File: src/verilog/insn_decode_pkg.sv
/*
 Constants and types for the instruction format decoder: APB register
 offsets, format numbers, first-byte patterns and field codes.
 Assumes a 32-bit APB master and a little-endian instruction word.
*/
package insn_decode_pkg;

    // ************************************************************
    // register map (byte addresses)
    // ************************************************************
    localparam logic [11:0] ADDR_INSN   = 12'h000;
    localparam logic [11:0] ADDR_CONDV  = 12'h004;
    localparam logic [11:0] ADDR_STATUS = 12'h008;
    localparam logic [11:0] ADDR_FIELDS = 12'h00C;
    localparam logic [11:0] ADDR_IMM    = 12'h010;
    localparam logic [15:0] CONDV_RST   = 16'h0000;

    // ************************************************************
    // format numbers
    // ************************************************************
    localparam logic [4:0] FMT_0  = 5'h00;
    localparam logic [4:0] FMT_1  = 5'h01;
    localparam logic [4:0] FMT_2  = 5'h02;
    localparam logic [4:0] FMT_3  = 5'h03;
    localparam logic [4:0] FMT_4  = 5'h04;
    localparam logic [4:0] FMT_5  = 5'h05;
    localparam logic [4:0] FMT_6  = 5'h06;
    localparam logic [4:0] FMT_7  = 5'h07;
    localparam logic [4:0] FMT_8  = 5'h08;
    localparam logic [4:0] FMT_9  = 5'h09;
    localparam logic [4:0] FMT_10 = 5'h0A;
    localparam logic [4:0] FMT_11 = 5'h0B;
    localparam logic [4:0] FMT_12 = 5'h0C;
    localparam logic [4:0] FMT_13 = 5'h0D;
    localparam logic [4:0] FMT_14 = 5'h0E;
    localparam logic [4:0] FMT_15 = 5'h0F;
    localparam logic [4:0] FMT_16 = 5'h10;
    localparam logic [4:0] FMT_17 = 5'h11;
    localparam logic [4:0] FMT_18 = 5'h12;
    localparam logic [4:0] FMT_19 = 5'h13;

    // ************************************************************
    // first-byte patterns
    // ************************************************************
    localparam logic [3:0] LOW_F0   = 4'hA;
    localparam logic [3:0] LOW_F1   = 4'h2;
    localparam logic [3:0] LOW_EXT  = 4'hE;
    localparam logic [3:0] LOW_ACU  = 4'h6;
    localparam logic [4:0] LOW_F15  = 5'h16;
    localparam logic [5:0] LOW_F8   = 6'h2E;
    localparam logic [1:0] SEL_F2F3 = 2'h3;
    localparam logic [2:0] SEL_F3   = 3'h7;
    localparam logic [7:0] B_F5  = 8'h0E;
    localparam logic [7:0] B_F6  = 8'h4E;
    localparam logic [7:0] B_F7  = 8'hCE;
    localparam logic [7:0] B_F9  = 8'h3E;
    localparam logic [7:0] B_F10 = 8'h7E;
    localparam logic [7:0] B_F11 = 8'hBE;
    localparam logic [7:0] B_F12 = 8'hFE;
    localparam logic [7:0] B_F13 = 8'h9E;
    localparam logic [7:0] B_F14 = 8'h1E;
    localparam logic [7:0] B_F16 = 8'h5E;
    localparam logic [7:0] B_F17 = 8'hDE;
    localparam logic [7:0] B_F18 = 8'h8E;

    // ************************************************************
    // field codes
    // ************************************************************
    localparam logic [1:0] ILEN_BYTE  = 2'h0;
    localparam logic [1:0] ILEN_WORD  = 2'h1;
    localparam logic [1:0] ILEN_BAD   = 2'h2;
    localparam logic [1:0] ILEN_DWORD = 2'h3;
    localparam logic [2:0] BYTES_1    = 3'h1;
    localparam logic [2:0] BYTES_2    = 3'h2;
    localparam logic [2:0] BYTES_4    = 3'h4;
    localparam logic [6:0] FWIDTH_STD  = 7'h20;
    localparam logic [6:0] FWIDTH_LONG = 7'h40;
    localparam logic [3:0] COND_NEVER  = 4'hF;
    localparam logic [1:0] TERM_BAD    = 2'h2;
    localparam logic [2:0] Q_ADD  = 3'h0;
    localparam logic [2:0] Q_CMP  = 3'h1;
    localparam logic [2:0] Q_STR  = 3'h2;
    localparam logic [2:0] Q_SCND = 3'h3;
    localparam logic [2:0] Q_ACB  = 3'h4;
    localparam logic [2:0] Q_MOV  = 3'h5;
    localparam logic [2:0] Q_LD   = 3'h6;
    localparam logic [3:0] F3_BAD = 4'h8;
    localparam logic [2:0] F8_MOVE_SPACE = 3'h6;
    localparam logic [2:0] REG_SU = 3'h1;
    localparam logic [2:0] REG_US = 3'h3;
    localparam logic [15:0] CPU_REG_OK = 16'hE701;
    localparam logic [15:0] MMU_REG_OK = 16'hBC03;
    localparam logic [15:0] F3_OK   = 16'h5455;
    localparam logic [15:0] F5_OK   = 16'h000F;
    localparam logic [15:0] F6_OK   = 16'hFBEF;
    localparam logic [15:0] F7_OK   = 16'hFBFF;
    localparam logic [15:0] FARI_OK = 16'h333F;
    localparam logic [15:0] F14_OK  = 16'h000F;
    localparam logic [15:0] C0_OK   = 16'h0C03;
    localparam logic [7:0]  ACU_OK  = 8'h23;

    typedef struct packed {
        logic [4:0]  fmt;
        logic [3:0]  op;
        logic [2:0]  ibytes;
        logic [6:0]  fwidth;
        logic [3:0]  cond;
        logic        cond_met;
        logic [31:0] imm;
        logic [3:0]  regsel;
        logic        str_xlate;
        logic        str_back;
        logic [1:0]  str_term;
        logic        trap;
    } dec_t;

endpackage : insn_decode_pkg

File: src/verilog/insn_decode.sv
/*
 Instruction format decoder with an APB register slave. Software writes
 a 32-bit instruction word (first byte in bits 7:0); the decoder then
 publishes format, operation, operand and option fields, and pulses
 either an execute permit or the illegal-opcode trap request.
 Assumes an APB master on CLK and a synchronous active-high RESET.
*/
`timescale 1ns/10ps

// Function
// RULE1: integer length code 00 byte, 01 word, 11 double word.
// RULE2: floating field one selects 32-bit, zero selects 64-bit precision.
// RULE3: condition code 1111 is never satisfied, whatever the flags.
// RULE4: quick move, add, compare and add-compare-branch sign-extend short.
// RULE5: cpu register select codes decoded; other codes reserved.
// RULE6: string short field gives translate, backward and termination code.
// RULE7: mmu register numbers decoded; other codes reserved.
// RULE8: low nibble 0010 one-byte control format, op in high nibble.
// RULE9: single-operand format traps on odd codes and on 1000.
// RULE10: string format decodes 0000 to 0011; 1XXX and 01XX trap.
// RULE11: first byte 01001110 decodes; codes 0100 and 1010 trap.
// RULE12: extended arithmetic decodes four-bit code; 1010 traps.
// RULE13: field format op 110 with reg 001 or 011 moves between spaces.
// RULE14: floating conversion decodes all eight three-bit codes.
// RULE15: floating arithmetic traps on 0110, 0111, 1010, 1011, 1110, 1111.
// RULE16: custom selector 010, 011, 100, 110, 111 always traps.
// RULE17: custom sub-format zero allows 0000, 0001, 1010, 1011 only.
// RULE18: custom sub-format five traps on the same six codes.
// RULE19: unassigned formats ten, twelve, thirteen, sixteen-nineteen always trap.
// RULE20: any reserved encoding suppresses execution and raises one trap.
module insn_decode
    import insn_decode_pkg::*;
(
    // clock and reset
    input  wire logic        CLK,
    input  wire logic        RESET,
    // apb slave
    input  wire logic        PSEL,
    input  wire logic        PENABLE,
    input  wire logic        PWRITE,
    input  wire logic [11:0] PADDR,
    input  wire logic [31:0] PWDATA,
    output logic      [31:0] PRDATA,
    output logic             PREADY,
    output logic             PSLVERR,
    // decode results
    output logic             DECODE_VALID,
    output logic             EXEC_PERMIT,
    output logic             TRAP_REQ
);

    // ************************************************************
    // state
    // ************************************************************
    typedef struct packed {
        logic [31:0] insn;
        logic [15:0] condv;
        logic        pend;
        dec_t        dec;
        logic        valid;
        logic [31:0] prdata;
        logic        pready;
        logic        pslverr;
        logic        exec_p;
        logic        trap_p;
    } state_t;

    state_t state_reg;
    state_t state_next;

    // ************************************************************
    // helpers
    // ************************************************************
    function automatic logic [2:0] int_bytes(input logic [1:0] code);
        case (code)
            ILEN_BYTE:  int_bytes = BYTES_1; // RULE1
            ILEN_WORD:  int_bytes = BYTES_2; // RULE1
            ILEN_DWORD: int_bytes = BYTES_4; // RULE1
            // code 10 names no length; callers trap it, except formats 2, 3, 4 and custom sub-format five
            default:    int_bytes = '0;
        endcase
    endfunction : int_bytes

    function automatic logic [6:0] flt_width(input logic f);
        flt_width = f ? FWIDTH_STD : FWIDTH_LONG; // RULE2
    endfunction : flt_width

    function automatic logic cond_eval(input logic [3:0] c,
                                       input logic [15:0] cv);
        // condition vector is supplied by software, one bit per code
        cond_eval = (c != COND_NEVER) && cv[c]; // RULE3
    endfunction : cond_eval

    // ************************************************************
    // decode
    // ************************************************************
    function automatic dec_t decode(input logic [31:0] w,
                                    input logic [15:0] cv);
        dec_t       d;
        logic [3:0] op4;
        logic [3:0] sh;
        logic       ibad;
        d    = '0;
        op4  = w[13:10];
        sh   = w[18:15];
        ibad = (w[9:8] == ILEN_BAD);
        if (w[3:0] == LOW_F0) begin
            d.fmt      = FMT_0;
            d.cond     = w[7:4];
            d.cond_met = cond_eval(w[7:4], cv);
        end
        else if (w[3:0] == LOW_F1) begin
            d.fmt = FMT_1; // RULE8
            d.op  = w[7:4]; // RULE8
        end
        else if (w[3:0] == LOW_EXT) begin
            d.ibytes = int_bytes(w[9:8]);
            d.op     = op4;
            if (w[5:0] == LOW_F8) begin
                d.fmt = FMT_8;
                d.op  = {1'b0, w[10], w[7:6]};
                d.regsel = {1'b0, w[13:11]};
                // only the space moves give the register field a meaning of its own
                if ({w[10], w[7:6]} == F8_MOVE_SPACE)
                begin
                    d.trap = (w[13:11] != REG_SU) && (w[13:11] != REG_US); // RULE13
                end
                else
                begin
                    d.trap = (d.op[2:0] == SEL_F3);
                end
                d.trap = d.trap || ibad;
            end
            else begin
                case (w[7:0])
                    B_F5:
                    begin
                        d.fmt       = FMT_5;
                        d.str_xlate = sh[0]; // RULE6
                        d.str_back  = sh[1]; // RULE6
                        d.str_term  = sh[3:2]; // RULE6
                        d.trap      = !F5_OK[op4] || ibad; // RULE10
                        // configuration writes carry no termination code
                        if (op4 != 4'h2)
                        begin
                            d.trap = d.trap || (sh[3:2] == TERM_BAD);
                        end
                    end
                    B_F6:
                    begin
                        d.fmt  = FMT_6;
                        d.trap = !F6_OK[op4] || ibad; // RULE11
                    end
                    B_F7:
                    begin
                        d.fmt  = FMT_7;
                        d.trap = !F7_OK[op4] || ibad; // RULE12
                    end
                    B_F9:
                    begin
                        d.fmt    = FMT_9;
                        d.op     = {1'b0, w[13:11]}; // RULE14
                        d.fwidth = flt_width(w[10]);
                        d.trap   = ibad;
                    end
                    B_F11:
                    begin
                        d.fmt    = FMT_11;
                        d.ibytes = '0;
                        d.fwidth = flt_width(w[8]);
                        d.trap   = !FARI_OK[op4] || w[9]; // RULE15
                    end
                    B_F14:
                    begin
                        d.fmt    = FMT_14;
                        d.regsel = sh;
                        d.trap   = !F14_OK[op4] || ibad;
                        if (op4[3:1] == 3'h1)
                        begin
                            d.trap = d.trap || !MMU_REG_OK[sh]; // RULE7
                        end
                    end
                    B_F10:   d.fmt = FMT_10;
                    B_F12:   d.fmt = FMT_12;
                    B_F13:   d.fmt = FMT_13;
                    B_F16:   d.fmt = FMT_16;
                    B_F17:   d.fmt = FMT_17;
                    default: d.fmt = FMT_18;
                endcase
                case (d.fmt)
                    FMT_10, FMT_12, FMT_13, FMT_16, FMT_17, FMT_18:
                    begin
                        d.ibytes = '0;
                        d.op     = '0;
                        d.trap   = 1'b1; // RULE19
                    end
                    default: ;
                endcase
            end
        end
        else if (w[4:0] == LOW_F15) begin
            d.fmt    = FMT_15;
            d.regsel = {1'b0, w[7:5]};
            d.ibytes = int_bytes(w[9:8]);
            d.op     = op4;
            case (w[7:5])
                3'h0:
                begin
                    d.trap = !C0_OK[op4] || ibad; // RULE17
                end
                3'h1:
                begin
                    d.op     = {1'b0, w[13:11]};
                    d.fwidth = flt_width(w[10]); // RULE2
                    d.trap   = ibad;
                end
                3'h5:
                begin
                    d.fwidth = flt_width(w[8]); // RULE2
                    d.trap   = !FARI_OK[op4]; // RULE18
                end
                default:
                begin
                    d.trap = 1'b1;
                end
            endcase
            // selector check kept apart so it holds whatever the case above did
            d.trap = d.trap || !ACU_OK[w[7:5]]; // RULE16
        end
        else if (w[3:0] == LOW_ACU) begin
            d.fmt  = FMT_19;
            d.trap = 1'b1; // RULE19
        end
        else if (w[3:2] == SEL_F2F3) begin
            d.ibytes = int_bytes(w[1:0]);
            if (w[6:4] == SEL_F3) begin
                d.fmt  = FMT_3;
                d.op   = w[10:7];
                d.trap = !F3_OK[w[10:7]] || (w[10:7] == F3_BAD); // RULE9
            end
            else begin
                d.fmt = FMT_2;
                d.op  = {1'b0, w[6:4]};
                case (w[6:4])
                    Q_ADD, Q_CMP, Q_ACB, Q_MOV:
                    begin
                        d.imm = {{28{w[10]}}, w[10:7]}; // RULE4
                    end
                    Q_SCND:
                    begin
                        d.cond     = w[10:7];
                        d.cond_met = cond_eval(w[10:7], cv);
                    end
                    Q_STR, Q_LD:
                    begin
                        d.regsel = w[10:7];
                        d.trap   = !CPU_REG_OK[w[10:7]]; // RULE5
                    end
                    default: ;
                endcase
            end
        end
        else begin
            d.fmt    = FMT_4;
            d.op     = w[5:2];
            d.ibytes = int_bytes(w[1:0]);
        end
        decode = d;
    endfunction : decode

    // ************************************************************
    // next state
    // ************************************************************
    always_comb
    begin
        logic        mapped;
        logic [31:0] rd;
        state_next = state_reg;
        mapped     = 1'b1;
        rd         = '0;
        state_next.exec_p  = 1'b0;
        state_next.trap_p  = 1'b0;
        state_next.pend    = 1'b0;
        state_next.pready  = 1'b0;
        state_next.pslverr = 1'b0;

        // one decode per instruction write; trap and permit exclusive
        if (state_reg.pend) begin
            state_next.dec    = decode(state_reg.insn, state_reg.condv);
            state_next.valid  = 1'b1;
            state_next.trap_p = state_next.dec.trap; // RULE20
            state_next.exec_p = !state_next.dec.trap; // RULE20
        end

        case (PADDR)
            ADDR_INSN:   rd = state_reg.insn;
            ADDR_CONDV:  rd = {16'h0000, state_reg.condv};
            ADDR_STATUS: rd = {16'h0000,
                               3'h0,
                               state_reg.dec.cond_met,
                               state_reg.dec.op,
                               state_reg.dec.fmt,
                               state_reg.dec.trap,
                               state_reg.pend,
                               state_reg.valid};
            ADDR_FIELDS: rd = {6'h00,
                               state_reg.dec.str_term,
                               state_reg.dec.str_back,
                               state_reg.dec.str_xlate,
                               state_reg.dec.regsel,
                               state_reg.dec.cond,
                               state_reg.dec.fwidth,
                               state_reg.dec.ibytes,
                               4'h0};
            ADDR_IMM:    rd = state_reg.dec.imm;
            default:     mapped = 1'b0;
        endcase

        // setup phase: answer is ready in the first access cycle
        if (PSEL && !PENABLE) begin
            state_next.pready  = 1'b1;
            state_next.pslverr = !mapped;
            state_next.prdata  = PWRITE ? '0 : rd;
        end

        // access phase completion
        if (PSEL && PENABLE && state_reg.pready) begin
            state_next.prdata = '0;
            if (PWRITE && !state_reg.pslverr) begin
                case (PADDR)
                    ADDR_INSN:
                    begin
                        state_next.insn  = PWDATA;
                        state_next.pend  = 1'b1;
                        state_next.valid = 1'b0;
                    end
                    ADDR_CONDV:
                    begin
                        state_next.condv = PWDATA[15:0];
                    end
                    default: ;
                endcase
            end
        end
    end

    // ************************************************************
    // registers
    // ************************************************************
    always_ff @(posedge CLK)
    begin
        if (RESET) begin
            state_reg       <= '0;
            state_reg.condv <= CONDV_RST;
        end
        else begin
            state_reg <= state_next;
        end
    end

    // ************************************************************
    // outputs
    // ************************************************************
    assign PRDATA       = state_reg.prdata;
    assign PREADY       = state_reg.pready;
    assign PSLVERR      = state_reg.pslverr;
    assign DECODE_VALID = state_reg.valid;
    assign EXEC_PERMIT  = state_reg.exec_p;
    assign TRAP_REQ     = state_reg.trap_p;

endmodule : insn_decode

File: config.mk
export PLATFORM = sky130hd
export DESIGN_NAME = insn_decode
export DESIGN_NICKNAME = d
export VERILOG_FILES = /design/src/verilog/insn_decode_pkg.sv /design/src/verilog/insn_decode.sv
export SDC_FILE = /design/constraint.sdc
export NUM_CORES = 1
export LEC_CHECK = 0
export ABC_CLOCK_PERIOD_IN_PS = 3400
export BUFFER_PORTS_ARGS = -buffer_cell sky130_fd_sc_hd__clkbuf_2
export CAP_MARGIN = 5
export CELL_PAD_IN_SITES_DETAIL_PLACEMENT = 0
export CELL_PAD_IN_SITES_GLOBAL_PLACEMENT = 2
export CORE_MARGIN = 2
export CORE_UTILIZATION = 37
export CTS_CLUSTER_DIAMETER = 60
export DETAILED_ROUTE_END_ITERATION = 16
export PLACE_DENSITY = 0.92
export SYNTH_ARGS = -nofsm -noshare
export SYNTH_HDL_FRONTEND = slang
export SYNTH_SLANG_ARGS = --single-unit
export TNS_END_PERCENT = 100
File: constraint.sdc
create_clock -name CLK -period 3.4 [get_ports CLK]
set_input_delay 0.17 -clock CLK [delete_from_list [all_inputs] [get_ports CLK]]
set_output_delay 0.17 -clock CLK [all_outputs]
set_load 0.005 [all_outputs]
After elaboration in Yosys (flattened, before gate mapping) --
Memory sizes are Yosys's and may differ from the RTL's. A register that Yosys moved wholly into a read port is not among the register bits. Cells that the tools add are included.
Word-level totals: memories kept 9, bits of input ports 49, memory bits (read-only) 136, register bits 151
Operators by class: multiplexer cells 116, order comparisons 5, bitwise gates (word level) 4, equality and inequality tests 52, reductions and logical operators 45
Memory list:
- (name not given) | words 16, bits a word 1, rd ports 1, clocked after memory_dff 1, wr ports 0, RTL line insn_decode.sv:257 | d.trap = !CPU_REG_OK[w[10:7]];
- (name not given) | words 16, bits a word 1, rd ports 1, clocked after memory_dff 1, wr ports 0, RTL line insn_decode.sv:239 | d.trap = !F3_OK[w[10:7]] || (w[10:7] == F3_BAD);
- (name not given) | words 16, bits a word 1, rd ports 1, clocked after memory_dff 1, wr ports 0, RTL line insn_decode.sv:220 | d.trap = !FARI_OK[op4];
- (name not given) | words 16, bits a word 1, rd ports 1, clocked after memory_dff 1, wr ports 0, RTL line insn_decode.sv:209 | d.trap = !C0_OK[op4] || ibad;
- (name not given) | words 16, bits a word 1, rd ports 1, clocked after memory_dff 1, wr ports 0, RTL line insn_decode.sv:180 | d.trap = d.trap || !MMU_REG_OK[sh];
- (name not given) | words 16, bits a word 1, rd ports 1, clocked after memory_dff 1, wr ports 0, RTL line insn_decode.sv:177 | d.trap = !F14_OK[op4] || ibad;
- 3 more memories
Operator list (count):
- $mux 41 | 5
- $pmux 32 s5 | 1
- $mux 4 | 26
- $mux 37 | 2
- $mux 32 | 2
- $mux 56 | 1
- $pmux 5 s11 | 1
- $mux 5 | 10
- $mux 7 | 6
- $eq 8x8->1 const B | 5
- $mux 1 | 37
- $mux 12 | 3
- $mux 34 | 1
- $mux 33 | 1
- $pmux 7 s2 | 2
- $eq 12x4->1 const B | 2
- $eq 8x7->1 const B | 3
- $eq 3x3->1 const B | 7
- $mux 3 | 7
- $eq 5x5->1 const B | 4
- $lt 4x5->1 const B | 4
- $mux 19 | 1
- $mux 9 | 2
- $pmux 3 s3 | 2
- other kinds (37) | 87

Depth between registers and ports, before layout --
Gate-level depths: netlist of the first run.
depth after elaboration 17, gate-level depth with buffers 8, mapped depth without buffers 7

Worst setup path before layout of the first run --
Ideal clock, no wire load.
path kind in2reg, start point in PADDR[11], end point reg state_reg[107] (netlist name), library setup time 0.132 ns, data required time 3.268 ns, path buffers 2, setup slack 1.160 ns, arrival time 2.107 ns, stages on the path 8, cell sequence or4_4 or4_1 buf_4 nor3b_4 nand2_2 buf_2 nand2_1 a21oi_1
Between the ends: word-level cells in the longest chain between the ends 2
Ends and longest elaborated chain:
- start, declared | RTL line insn_decode.sv:41 | input wire logic [11:0] PADDR,
- $eq 12x3->1 | RTL line insn_decode.sv:330 | case (PADDR)
- $reduce_and 3->1 (no line)
- end signal, assigned | RTL line insn_decode.sv:357 | state_reg <= state_next;
- end, declared | RTL line insn_decode.sv:68 | state_t state_reg;
No other way between the ends. A chain may end at the register's enable or synchronous reset.

Final worst setup path of the first run --
start point reg state_reg[122] (netlist name), end point reg state_reg[37] (netlist name)
Between the ends: word-level cells in the longest chain between the ends 15, elaborated cells between the ends (all ways) 41, classes of those cells eq/ne (24); mux (16); reduce/logical (1)
Ends and longest elaborated chain:
- $eq 8x8->1 (tied with other cells) | RTL line insn_decode.sv:135 | case (w[7:0])
- $pmux 5 s11 | RTL line insn_decode.sv:135
- $mux 5 | RTL line insn_decode.sv:119 | if (w[5:0] == LOW_F8) begin
- $mux 5 | RTL line insn_decode.sv:116 | else if (w[3:0] == LOW_EXT) begin
- $mux 5 | RTL line insn_decode.sv:112 | else if (w[3:0] == LOW_F1) begin
- $mux 5 | RTL line insn_decode.sv:107 | if (w[3:0] == LOW_F0) begin
- $mux 5 | RTL line insn_decode.sv:288 | if (state_reg.pend) begin
- $eq 5x4->1 or $eq 5x5->1 (tied branches) | RTL line insn_decode.sv:190 | case (d.fmt)
- $reduce_or 6->1 | RTL line insn_decode.sv:190
- $mux 1 | RTL line insn_decode.sv:190
- $mux 1 | RTL line insn_decode.sv:119
- $mux 1 | RTL line insn_decode.sv:116
- $mux 56 | RTL line insn_decode.sv:112
- $mux 41 (*) | RTL line insn_decode.sv:107
- $mux 41 (*) | RTL line insn_decode.sv:288
Every way passes the cells marked *; elsewhere a longest branch is shown, timed or not. The select of a mux whose other input is x is not followed.

==> results of run 1 <==
-- layout make-up --
class / instances / share of cell area (%)
Sequential cell: 127 / 33.7
Multi-Input combinational cell: 521 / 43.8
Clock inverter: 14 / 2.37
Timing Repair Buffer: 125 / 10.1
Clock buffer: 18 / 5.82
Inverter: 11 / 0.547
Tap cell: 225 / 3.73
-- kinds of logic after synthesis --
kind of cell	Yosys count	synth area share, %
AO/OA/AOI/OAI	238	25.3
XOR/XNOR	4	0.548
buffers and inverters	112	8.90
flip-flops	127	39.7
multiplexers	26	6.26
AND/OR/NAND/NOR	253	19.2
-- cells in the mapped netlist, drive strengths merged, types with 15 or more instances --
| library cell | number |
|---|---|
| nand3 | 26 |
| o21ai | 46 |
| a22o | 22 |
| clkbuf | 50 |
| nand2 | 88 |
| nor2 | 58 |
| a21oi | 73 |
| dfxtp | 127 |
| nor3 | 15 |
| a221oi | 20 |
| a22oi | 15 |
| buf | 51 |
-- worst max-delay path by stage --
stage,to,slack [ns],cells past startpoint
2_1_floorplan,state_reg[107]$_SDFFE_PP0P_,1.16,8
3_3_place_gp,state_reg[111]$_SDFFE_PP0P_,0.70,7
3_5_place_dp,state_reg[111]$_SDFFE_PP0P_,0.64,7
4_1_cts,state_reg[37]$_SDFFE_PP0P_,0.74,6
5_1_grt,state_reg[37]$_SDFFE_PP0P_,0.64,6
6_report,state_reg[37]$_SDFFE_PP0P_,0.66,6
-- worst max-delay path: stages, from the launching register on --
cell	delay, ns
dfxtp_1	0.68
and4b_1	0.53
nand3_1	0.19
or4b_2	0.66
nand4_1	0.13
a32oi_1	0.16
a211oi_1	0.29
-- per-stage QoR --
stage                     total power, mW  hold slack [ns]  instances  util, %  setup WS, ns
after floorplan                      1.56            0.303        760        -          1.16
after global placement               1.61            0.389        996     39.7         0.697
after detailed placement             1.61            0.392        996     39.7         0.639
after CTS                            3.50          0.00164       1041     44.1         0.739
after global routing                 3.59           0.0107       1041     44.1         0.639
final                                3.48           0.0118       1041     44.1         0.663
-- power by group --
part	switching (mW)	leakage (nW)	internal, mW
Combinational	0.0578	1.34	0.0423
Sequential	0.000574	1.02	1.49
Clock	0.704	0.300	1.18
-- metal layers --
metal  track usage, %  part of all wire, %  vias to the layer above
met2             32.8                   45                      250
met3             5.46                  7.7                       16
li1                 -                    -                     2843
met4             7.06                  1.4                        0
met5                0                    0                        -
met1             31.4                   46                     2918
==> results by group, run 1 <==
Worst hold path
  • Hold Path Class: primary input to flip-flop
  • Cells on Worst Hold Path: 2
  • Hold path start: PWDATA[15]
  • Hold EP: state_reg[134]$_SDFFE_PP0P_

Drt
  • Total wire length: between 20000 and 25000 µm
  • Wire length per cell: 19.2 µm
  • Post-DRT Antenna Nets: 0
  • Vias: 6027
  • DR iter-0 viols: 544
  • Pre-antenna DRT Iters: 5
  • # DRC: 0
  • Routed vias/inst: roughly 5.8

Logic synthesis
  • Synth area leader: dfxtp_1
  • Area contributors post-synth: dfxtp_1 (40%), a21oi_1 (5.7%), nand2_1 (5.1%)
  • #FFs+latches synth: 127
  • Asr flop ratio synth: 0%
  • Synth warn: 0
  • Seq/Total Area, Yosys: 39.7%
  • Post-Synthesis Cells: 760
  • EDFF count, synth: 0
  • Share of the synthesized area in the top cell type: 39.7%
  • Top FF cell, synth: dfxtp_1
  • Syn Nets: between 800 and 900
  • Synthesized area: between 6000 and 7000 µm²
  • Avg Synthesized Cell Area: 8.42 µm²
  • Synth unique cells: 67

Cells and area
  • Fillers: 1670
  • Sequential cell area: 2540 µm²
  • Synth-to-layout area growth: 17.9%
  • Max FFs per register: 81
  • Ant. Diodes: 0
  • Most common cell after layout, fill and taps aside: dfxtp_1
  • Layout cells sized above 1: 20.8%
  • Area of the multi-input gates: 3300 µm²
  • Commonest non-fill, non-tap cells in the layout: dfxtp_1 (127), nand2_1 (87), clkbuf_2 (85)
  • Nets: 852
  • Layout Cell Area excl Fill: 7540 µm²

Global routing
  • Largest net degree at the start of global routing: 67
  • First-pass GRT wire length: about 31000 µm
  • Global route overflow: 0
  • Vias in the first global route: 5598
  • Overall routing resource usage: 22.0%
  • Initial antenna violation count: 0

Floorplanning
  • Starting Density: a little under two fifths
  • Die Ht: 135 µm
  • Total die area: 18400 µm²
  • Die width: 135 µm
  • Num ports: 86
  • Core Rows: 48
  • Core footprint: 17100 µm²

Timing
  • Tcrit/Tclk final: roughly 80%
  • Clk_skew: 0.00637 ns
  • Final hold vios: 0
  • Finish-stage setup viols: 0
  • Unrepaired setup endpoints after global routing: false
  • Slew Limit Fails: 0
  • Setup TNS: 0 ns
  • Worst slew margin: around two fifths
  • Fmax: 365 MHz
  • Worst-margin pin slew: 0.885 ns
  • Min cycle time layout: 2.74 ns

Clock network
  • CTS clk-pin slew, worst paths: 0.06 ns
  • Post-CTS Hold Buffers: 13
  • CTS resizes: 0
  • CTS tree: done
  • Root Buffer: clkbuf_16
  • Post-CTS Setup Repair Bufs: 0
  • Total number of H-tree levels: 4
  • Max Root-Sink Buffers: 2
  • Clk_lat worst skew: approximately 0.42 ns
  • Number of clock sinks: between 100 and 150
  • CTS Buf Count: 17

Worst setup path
  • Critical Path AT: 3.06 ns
  • Critical Path RT: 3.72 ns
  • Worst setup startpoint: state_reg[122]$_SDFFE_PP0P_
  • Worst r2r dst: state_reg[37]$_SDFFE_PP0P_
  • Setup crit start kind: flip-flop
  • Critical path class: flip-flop to flip-flop
  • Worst R2R Path Depth: 6
  • Worst setup EP type: flip-flop
  • CP max FO: 15
  • Reg2reg setup slack: around 0.66 ns
  • Reg2reg start: state_reg[122]$_SDFFE_PP0P_

Power
  • LEAKAGE: 2.66 nW
  • VDD IR-drop max: 0.330 mV
  • PD cells: 461 nW/µm²

Placement
  • IO buf count: 85
  • GPL Wtd Cong: 0.934
  • Detailed Place HPWL: 14300 µm
  • Placed inst area: 6800 µm²

Outcome
  • Status: finished, final reports clean

Run
  • Max Cap Viol: 0
No activity file was read; power rests on OpenSTA's default activity.
==> run 2, diff against run 1 <==
Settings changed: ABC_CLOCK_PERIOD_IN_PS 3400 to 2590, CORE_UTILIZATION 37 to 35, PLACE_DENSITY 0.92 to 0.88.
Clock period 3.4 ns to 2.59 ns, I/O delays scaled along.
==> results by group, run 2 (synthesis results as in run 1) <==
Outcome
  • Status: finished, final reports clean

Placement
  • Detailed Place HPWL: about 16000 µm
  • GPL Wtd Cong: 0.941
  • IO buf count: 85

Drt
  • Total wire length: 21500 µm
  • Vias: 6207
  • # DRC: 0
  • Post-DRT Antenna Nets: 0
  • Routed vias/inst: between 5 and 6
  • DR iter-0 viols: ~530
  • Pre-antenna DRT Iters: 5
  • Wire length per cell: slightly below 20 µm

Clock network
  • CTS tree: done
  • CTS Buf Count: 17
  • Total number of H-tree levels: 4
  • Post-CTS Hold Buffers: 28
  • Root Buffer: clkbuf_16
  • CTS resizes: 0
  • Max Root-Sink Buffers: 2
  • CTS clk-pin slew, worst paths: 0.06 ns
  • Clk_lat worst skew: ~0.41 ns
  • Number of clock sinks: between 100 and 150
  • Post-CTS Setup Repair Bufs: 0

Worst setup path
  • Critical Path AT: 2.51 ns
  • Reg2reg setup slack: 0.33 ns
  • Reg2reg start: state_reg[126]$_SDFFE_PP0P_
  • CP max FO: 12
  • Worst r2r dst: EXEC_PERMIT$_SDFF_PP0_
  • Worst setup EP type: flip-flop
  • Slowest-stage cell, CP: or4b_2
  • Critical Path RT: 2.85 ns
  • Setup crit start kind: flip-flop
  • Critical path class: flip-flop to flip-flop
  • Worst R2R Path Depth: 6
  • Worst path max stage delay: 0.66 ns
  • Cell chain of the critical path: nor2_1, nand3_1, or4b_2, nand4_1, a32oi_1, nor3b_1

Timing
  • Worst slew margin: 48.1%
  • Clk_skew: 0.00895 ns
  • Fmax: 443 MHz
  • Finish-stage setup viols: 0
  • Setup TNS: 0 ns
  • Min cycle time layout: 2.26 ns
  • Worst-margin pin slew: 0.773 ns
  • Hold Worst Slack: 0.0133 ns
  • Final hold vios: 0
  • Slew Limit Fails: 0
  • Tcrit/Tclk final: approximately 87%
  • Unrepaired setup endpoints after global routing: false

Power
  • LEAKAGE: 2.87 nW
  • PD cells: roughly 600 nW/µm²
  • VDD IR-drop max: 0.462 mV
  • Total Power: 4.65 mW

Global routing
  • GR Util met1: between 30% and 40%
  • Overall routing resource usage: around 22%
  • Global route overflow: 0
  • Initial antenna violation count: 0
  • First-pass GRT wire length: ~34000 µm
  • Vias in the first global route: 6049
  • Largest net degree at the start of global routing: 39
  • Global routing's busiest layer: met2
  • Met3 usage in global routing: under 10%
  • Met2 Use GR: 34.8%

Worst hold path
  • Hold EP: state_reg[115]$_SDFFE_PP0P_
  • Hold path start: PWDATA[12]
  • Cells on Worst Hold Path: 3
  • Hold Path Class: primary input to flip-flop

Cells and area
  • Most common cell after layout, fill and taps aside: dfxtp_1
  • Layout cells sized above 1: a little under a quarter
  • Nets: 894
  • Max FFs per register: 81
  • Synth-to-layout area growth: 23.7%
  • Commonest non-fill, non-tap cells in the layout: dfxtp_1 (127), nand2_1 (87), clkbuf_2 (85)
  • Ant. Diodes: 0
  • Fillers: roughly 1800

Floorplanning
  • Starting Density: 35.6%
  • Num ports: 86
  • Total die area: 19400 µm²
  • Core Rows: 49
  • Core footprint: 18000 µm²
  • Die width: 139 µm
  • Die Ht: 139 µm

Run
  • Max Cap Viol: 0
run 2: cell count changes in the layout (fill, tap and decap cells not counted), moves of 2 or more:
cell / previous run / this run
buf_4: 27 / 54
dlygate4sd3_1: 13 / 28
inv_6: 4 / 0
clkbuf_8: 1 / 3
run 2: cell type report:
| class | count | area (µm²) | area share (%) |
|---|---|---|---|
| Inverter | 11 | 41.3 | 0.522 |
| Timing Repair Buffer | 167 | 1110 | 14.0 |
| Clock buffer | 21 | 470 | 5.94 |
| Clock inverter | 10 | 160 | 2.02 |
| Sequential cell | 127 | 2540 | 32.1 |
| Tap cell | 229 | 287 | 3.62 |
| Multi-Input combinational cell | 521 | 3300 | 41.7 |
run 2: stage by stage:
stage | util (%) | setup slack [ns] | area [µm²] | instances
3_3_place_gp | 39.0 | 0.263 | 7000 | 1027
5_1_grt | 44.1 | 0.216 | 7910 | 1086
6_report | 44.1 | 0.332 | 7910 | 1086
2_1_floorplan | - | 0.391 | 6400 | 760
3_5_place_dp | 39.0 | 0.148 | 7000 | 1027
4_1_cts | 44.1 | 0.356 | 7910 | 1086
run 2: layer usage:
metal | routed length (µm) | up-vias | part of all wire [%]
met5 | 0 | - | 0
met2 | 9780 | 244 | 45
met3 | 1380 | 26 | 6.4
met4 | 282 | 0 | 1.3
li1 | - | 2934 | -
met1 | 10100 | 3003 | 47
run 2: worst max-delay path: cells and delay by family, from the launching register on:
family             cells  cell delay [ns]
and+or+nand+nor        5             1.49
AOI/OAI and AO/OA      1             0.14
DFF                    1             0.46
run 2: worst max path at each step:
stage | slack [ns] | from | cells after the start | to
after floorplan | 0.39 | PADDR[11] | 8 | state_reg[107]$_SDFFE_PP0P_
after global placement | 0.26 | PADDR[11] | 8 | PRDATA[14]$_SDFFE_PP0P_
after detailed placement | 0.15 | PADDR[11] | 8 | flip-flop
after CTS | 0.36 | state_reg[126]$_SDFFE_PP0P_ | 6 | EXEC_PERMIT$_SDFF_PP0_
after global routing | 0.22 | state_reg[123]$_SDFFE_PP0P_ | 6 | EXEC_PERMIT$_SDFF_PP0_
final | 0.33 | state_reg[126]$_SDFFE_PP0P_ | 6 | EXEC_PERMIT$_SDFF_PP0_
run 2: power by group:
part	switching, mW	total, mW	internal [mW]	leakage (nW)
registers	0.000878	1.96	1.96	1.02
clock network	0.865	2.54	1.68	0.309
logic	0.0813	0.155	0.0732	1.54
==> run 3, diff against run 2 <==
Settings changed: CELL_PAD_IN_SITES_DETAIL_PLACEMENT 0 to 1, CELL_PAD_IN_SITES_GLOBAL_PLACEMENT 2 to 1, CORE_UTILIZATION 35 to 45, CTS_BUF_LIST set to sky130_fd_sc_hd__clkbuf_8, PLACE_DENSITY 0.88 to 0.9.
==> results by group, run 3 (synthesis results as in run 1) <==
Cells and area
  • Layout Cell Area excl Fill: 7540 µm²
  • Most common cell after layout, fill and taps aside: dfxtp_1
  • Max FFs per register: 81
  • Nets: 888
  • Ant. Diodes: 0
  • Layout cells sized above 1: 22.0%
  • Synth-to-layout area growth: 17.9%
  • Commonest non-fill, non-tap cells in the layout: dfxtp_1 (127), nand2_1 (87), clkbuf_2 (85)

Global routing
  • Overall routing resource usage: 33.6%
  • Initial antenna violation count: 0
  • Global route overflow: 0
  • Vias in the first global route: 6836
  • First-pass GRT wire length: 38400 µm
  • Largest net degree at the start of global routing: 66

Clock network
  • CTS Buf Count: 17
  • CTS clk-pin slew, worst paths: 0.08 ns
  • Clk_lat worst skew: around 0.46 ns
  • CTS tree: done
  • Post-CTS Setup Repair Bufs: 0
  • Max Root-Sink Buffers: 2
  • Number of clock sinks: 127
  • Total number of H-tree levels: 4
  • Root Buffer: clkbuf_8

Worst setup path
  • Critical Path RT: 2.99 ns
  • Reg2reg start: PREADY$_SDFF_PP0_
  • Reg2reg setup slack: about 0.13 ns
  • Setup crit start kind: flip-flop
  • CP max FO: 9
  • Worst R2R Path Depth: 7
  • Cell chain of the critical path: nand3_1, nor3b_4, nand2_1, a22oi_1, inv_1, a211oi_1, o31a_1
  • Worst setup EP type: flip-flop
  • Slowest-stage cell, CP: a22oi_1
  • CP Buf/Inv Count: 1
  • Worst path max stage delay: roughly 0.48 ns
  • CP delay by family, top: compound AO/OA/AOI/OAI gates
  • Critical Path AT: 2.85 ns
  • Critical path class: flip-flop to flip-flop

Placement
  • Detailed Place HPWL: 16400 µm
  • IO buf count: 85
  • GPL Wtd Cong: 0.955
  • Placed inst area: 6870 µm²

Timing
  • Worst-margin pin slew: 0.769 ns
  • Min cycle time layout: 2.46 ns
  • Slew Limit Fails: 0
  • Fmax: 407 MHz
  • Finish-stage setup viols: 0
  • Worst slew margin: 48.4%
  • Setup TNS: 0 ns
  • Tcrit/Tclk final: 94.8%
  • Unrepaired setup endpoints after global routing: false
  • Final hold vios: 0
  • Clk_skew: 0.0125 ns

Drt
  • Total wire length: between 20000 and 25000 µm
  • DR iter-0 viols: between 600 and 700
  • Routed vias/inst: 6.49
  • Pre-antenna DRT Iters: 8
  • # DRC: 0
  • Vias: 6695
  • Post-DRT Antenna Nets: 0
  • Wire length per cell: 23.7 µm

Outcome
  • Status: finished, final reports clean

Floorplanning
  • Starting Density: 46.1%
  • Total die area: 15200 µm²
  • Core footprint: 13900 µm²
  • Num ports: 86
  • Core Rows: 43
  • Die Ht: 123 µm
  • Die width: 123 µm

Run
  • Max Cap Viol: 0

Power
  • Total Power: 3.72 mW
  • VDD IR-drop max: 0.357 mV
  • LEAKAGE: 2.71 nW
  • PD cells: just under 500 nW/µm²

Worst hold path
  • Hold path start: PWDATA[8]
  • Hold EP: state_reg[111]$_SDFFE_PP0P_
  • Cells on Worst Hold Path: 3
  • Hold Path Class: primary input to flip-flop
-- run 3: routing by layer --
layer  vias to the layer above  part of all wire, %  global-route usage (%)
li1                       2904                    -                       -
met2                       419                   47                    54.6
met3                       113                   10                    8.90
met1                      3259                   38                    41.4
met4                         0                  4.6                    15.9
met5                         -                    0                       0
-- run 3: worst min-delay path, delay by kind of cell --
kind | cells | cell delay (ns)
buffers and inverters | 1 | 0.14
muxes | 1 | 0.09
and+or+nand+nor | 1 | 0.08
-- run 3: layout make-up --
type / instances / area [µm²]
inverter: 11 / 41.3
sequential: 127 / 2540
multi-input combinational: 521 / 3310
timing repair buffer: 161 / 1070
clock buffer: 18 / 248
fill: 1663 / 6340
tap: 180 / 225
clock inverter: 13 / 105
-- run 3: how the worst max path moves through the flow --
stage,slack (ns),startpoint,to,cells past startpoint
CTS,0.1,PREADY$_SDFF_PP0_,flip-flop,7
finish,0.13,PREADY$_SDFF_PP0_,flip-flop,7
global placement,0.27,PADDR[11],flip-flop,8
floorplan,0.39,PADDR[11],state_reg[107]$_SDFFE_PP0P_,8
global route,0.06,PREADY$_SDFF_PP0_,flip-flop,7
detailed placement,0.07,PADDR[11],flip-flop,8
-- run 3: stage by stage --
| step | std cells | hold slack, ns | worst slack (ns) | utilization (%) |
|---|---|---|---|---|
| finish | 1031 | 0.0243 | 0.134 | 54.3 |
| global route | 1031 | 0.0282 | 0.0608 | 54.3 |
| CTS | 1031 | 0.00235 | 0.0950 | 54.3 |
| detailed placement | 969 | 0.355 | 0.0705 | 49.5 |
| global placement | 969 | 0.347 | 0.270 | 49.5 |
| floorplan | 760 | 0.262 | 0.391 | - |
-- run 3: power breakdown --
part	switching [mW]	internal (mW)	total, mW	leakage [nW]
sequential	0.00124	1.95	1.95	1.02
combinational	0.0913	0.0766	0.168	1.51
clock	0.896	0.700	1.60	0.179
-- run 3: timing repair --
item	in CTS	in global routing
endpoints found under the setup margin	0	1
hold buffers	31	0
hold endpoints to repair	41	0
gates resized for setup	0	1
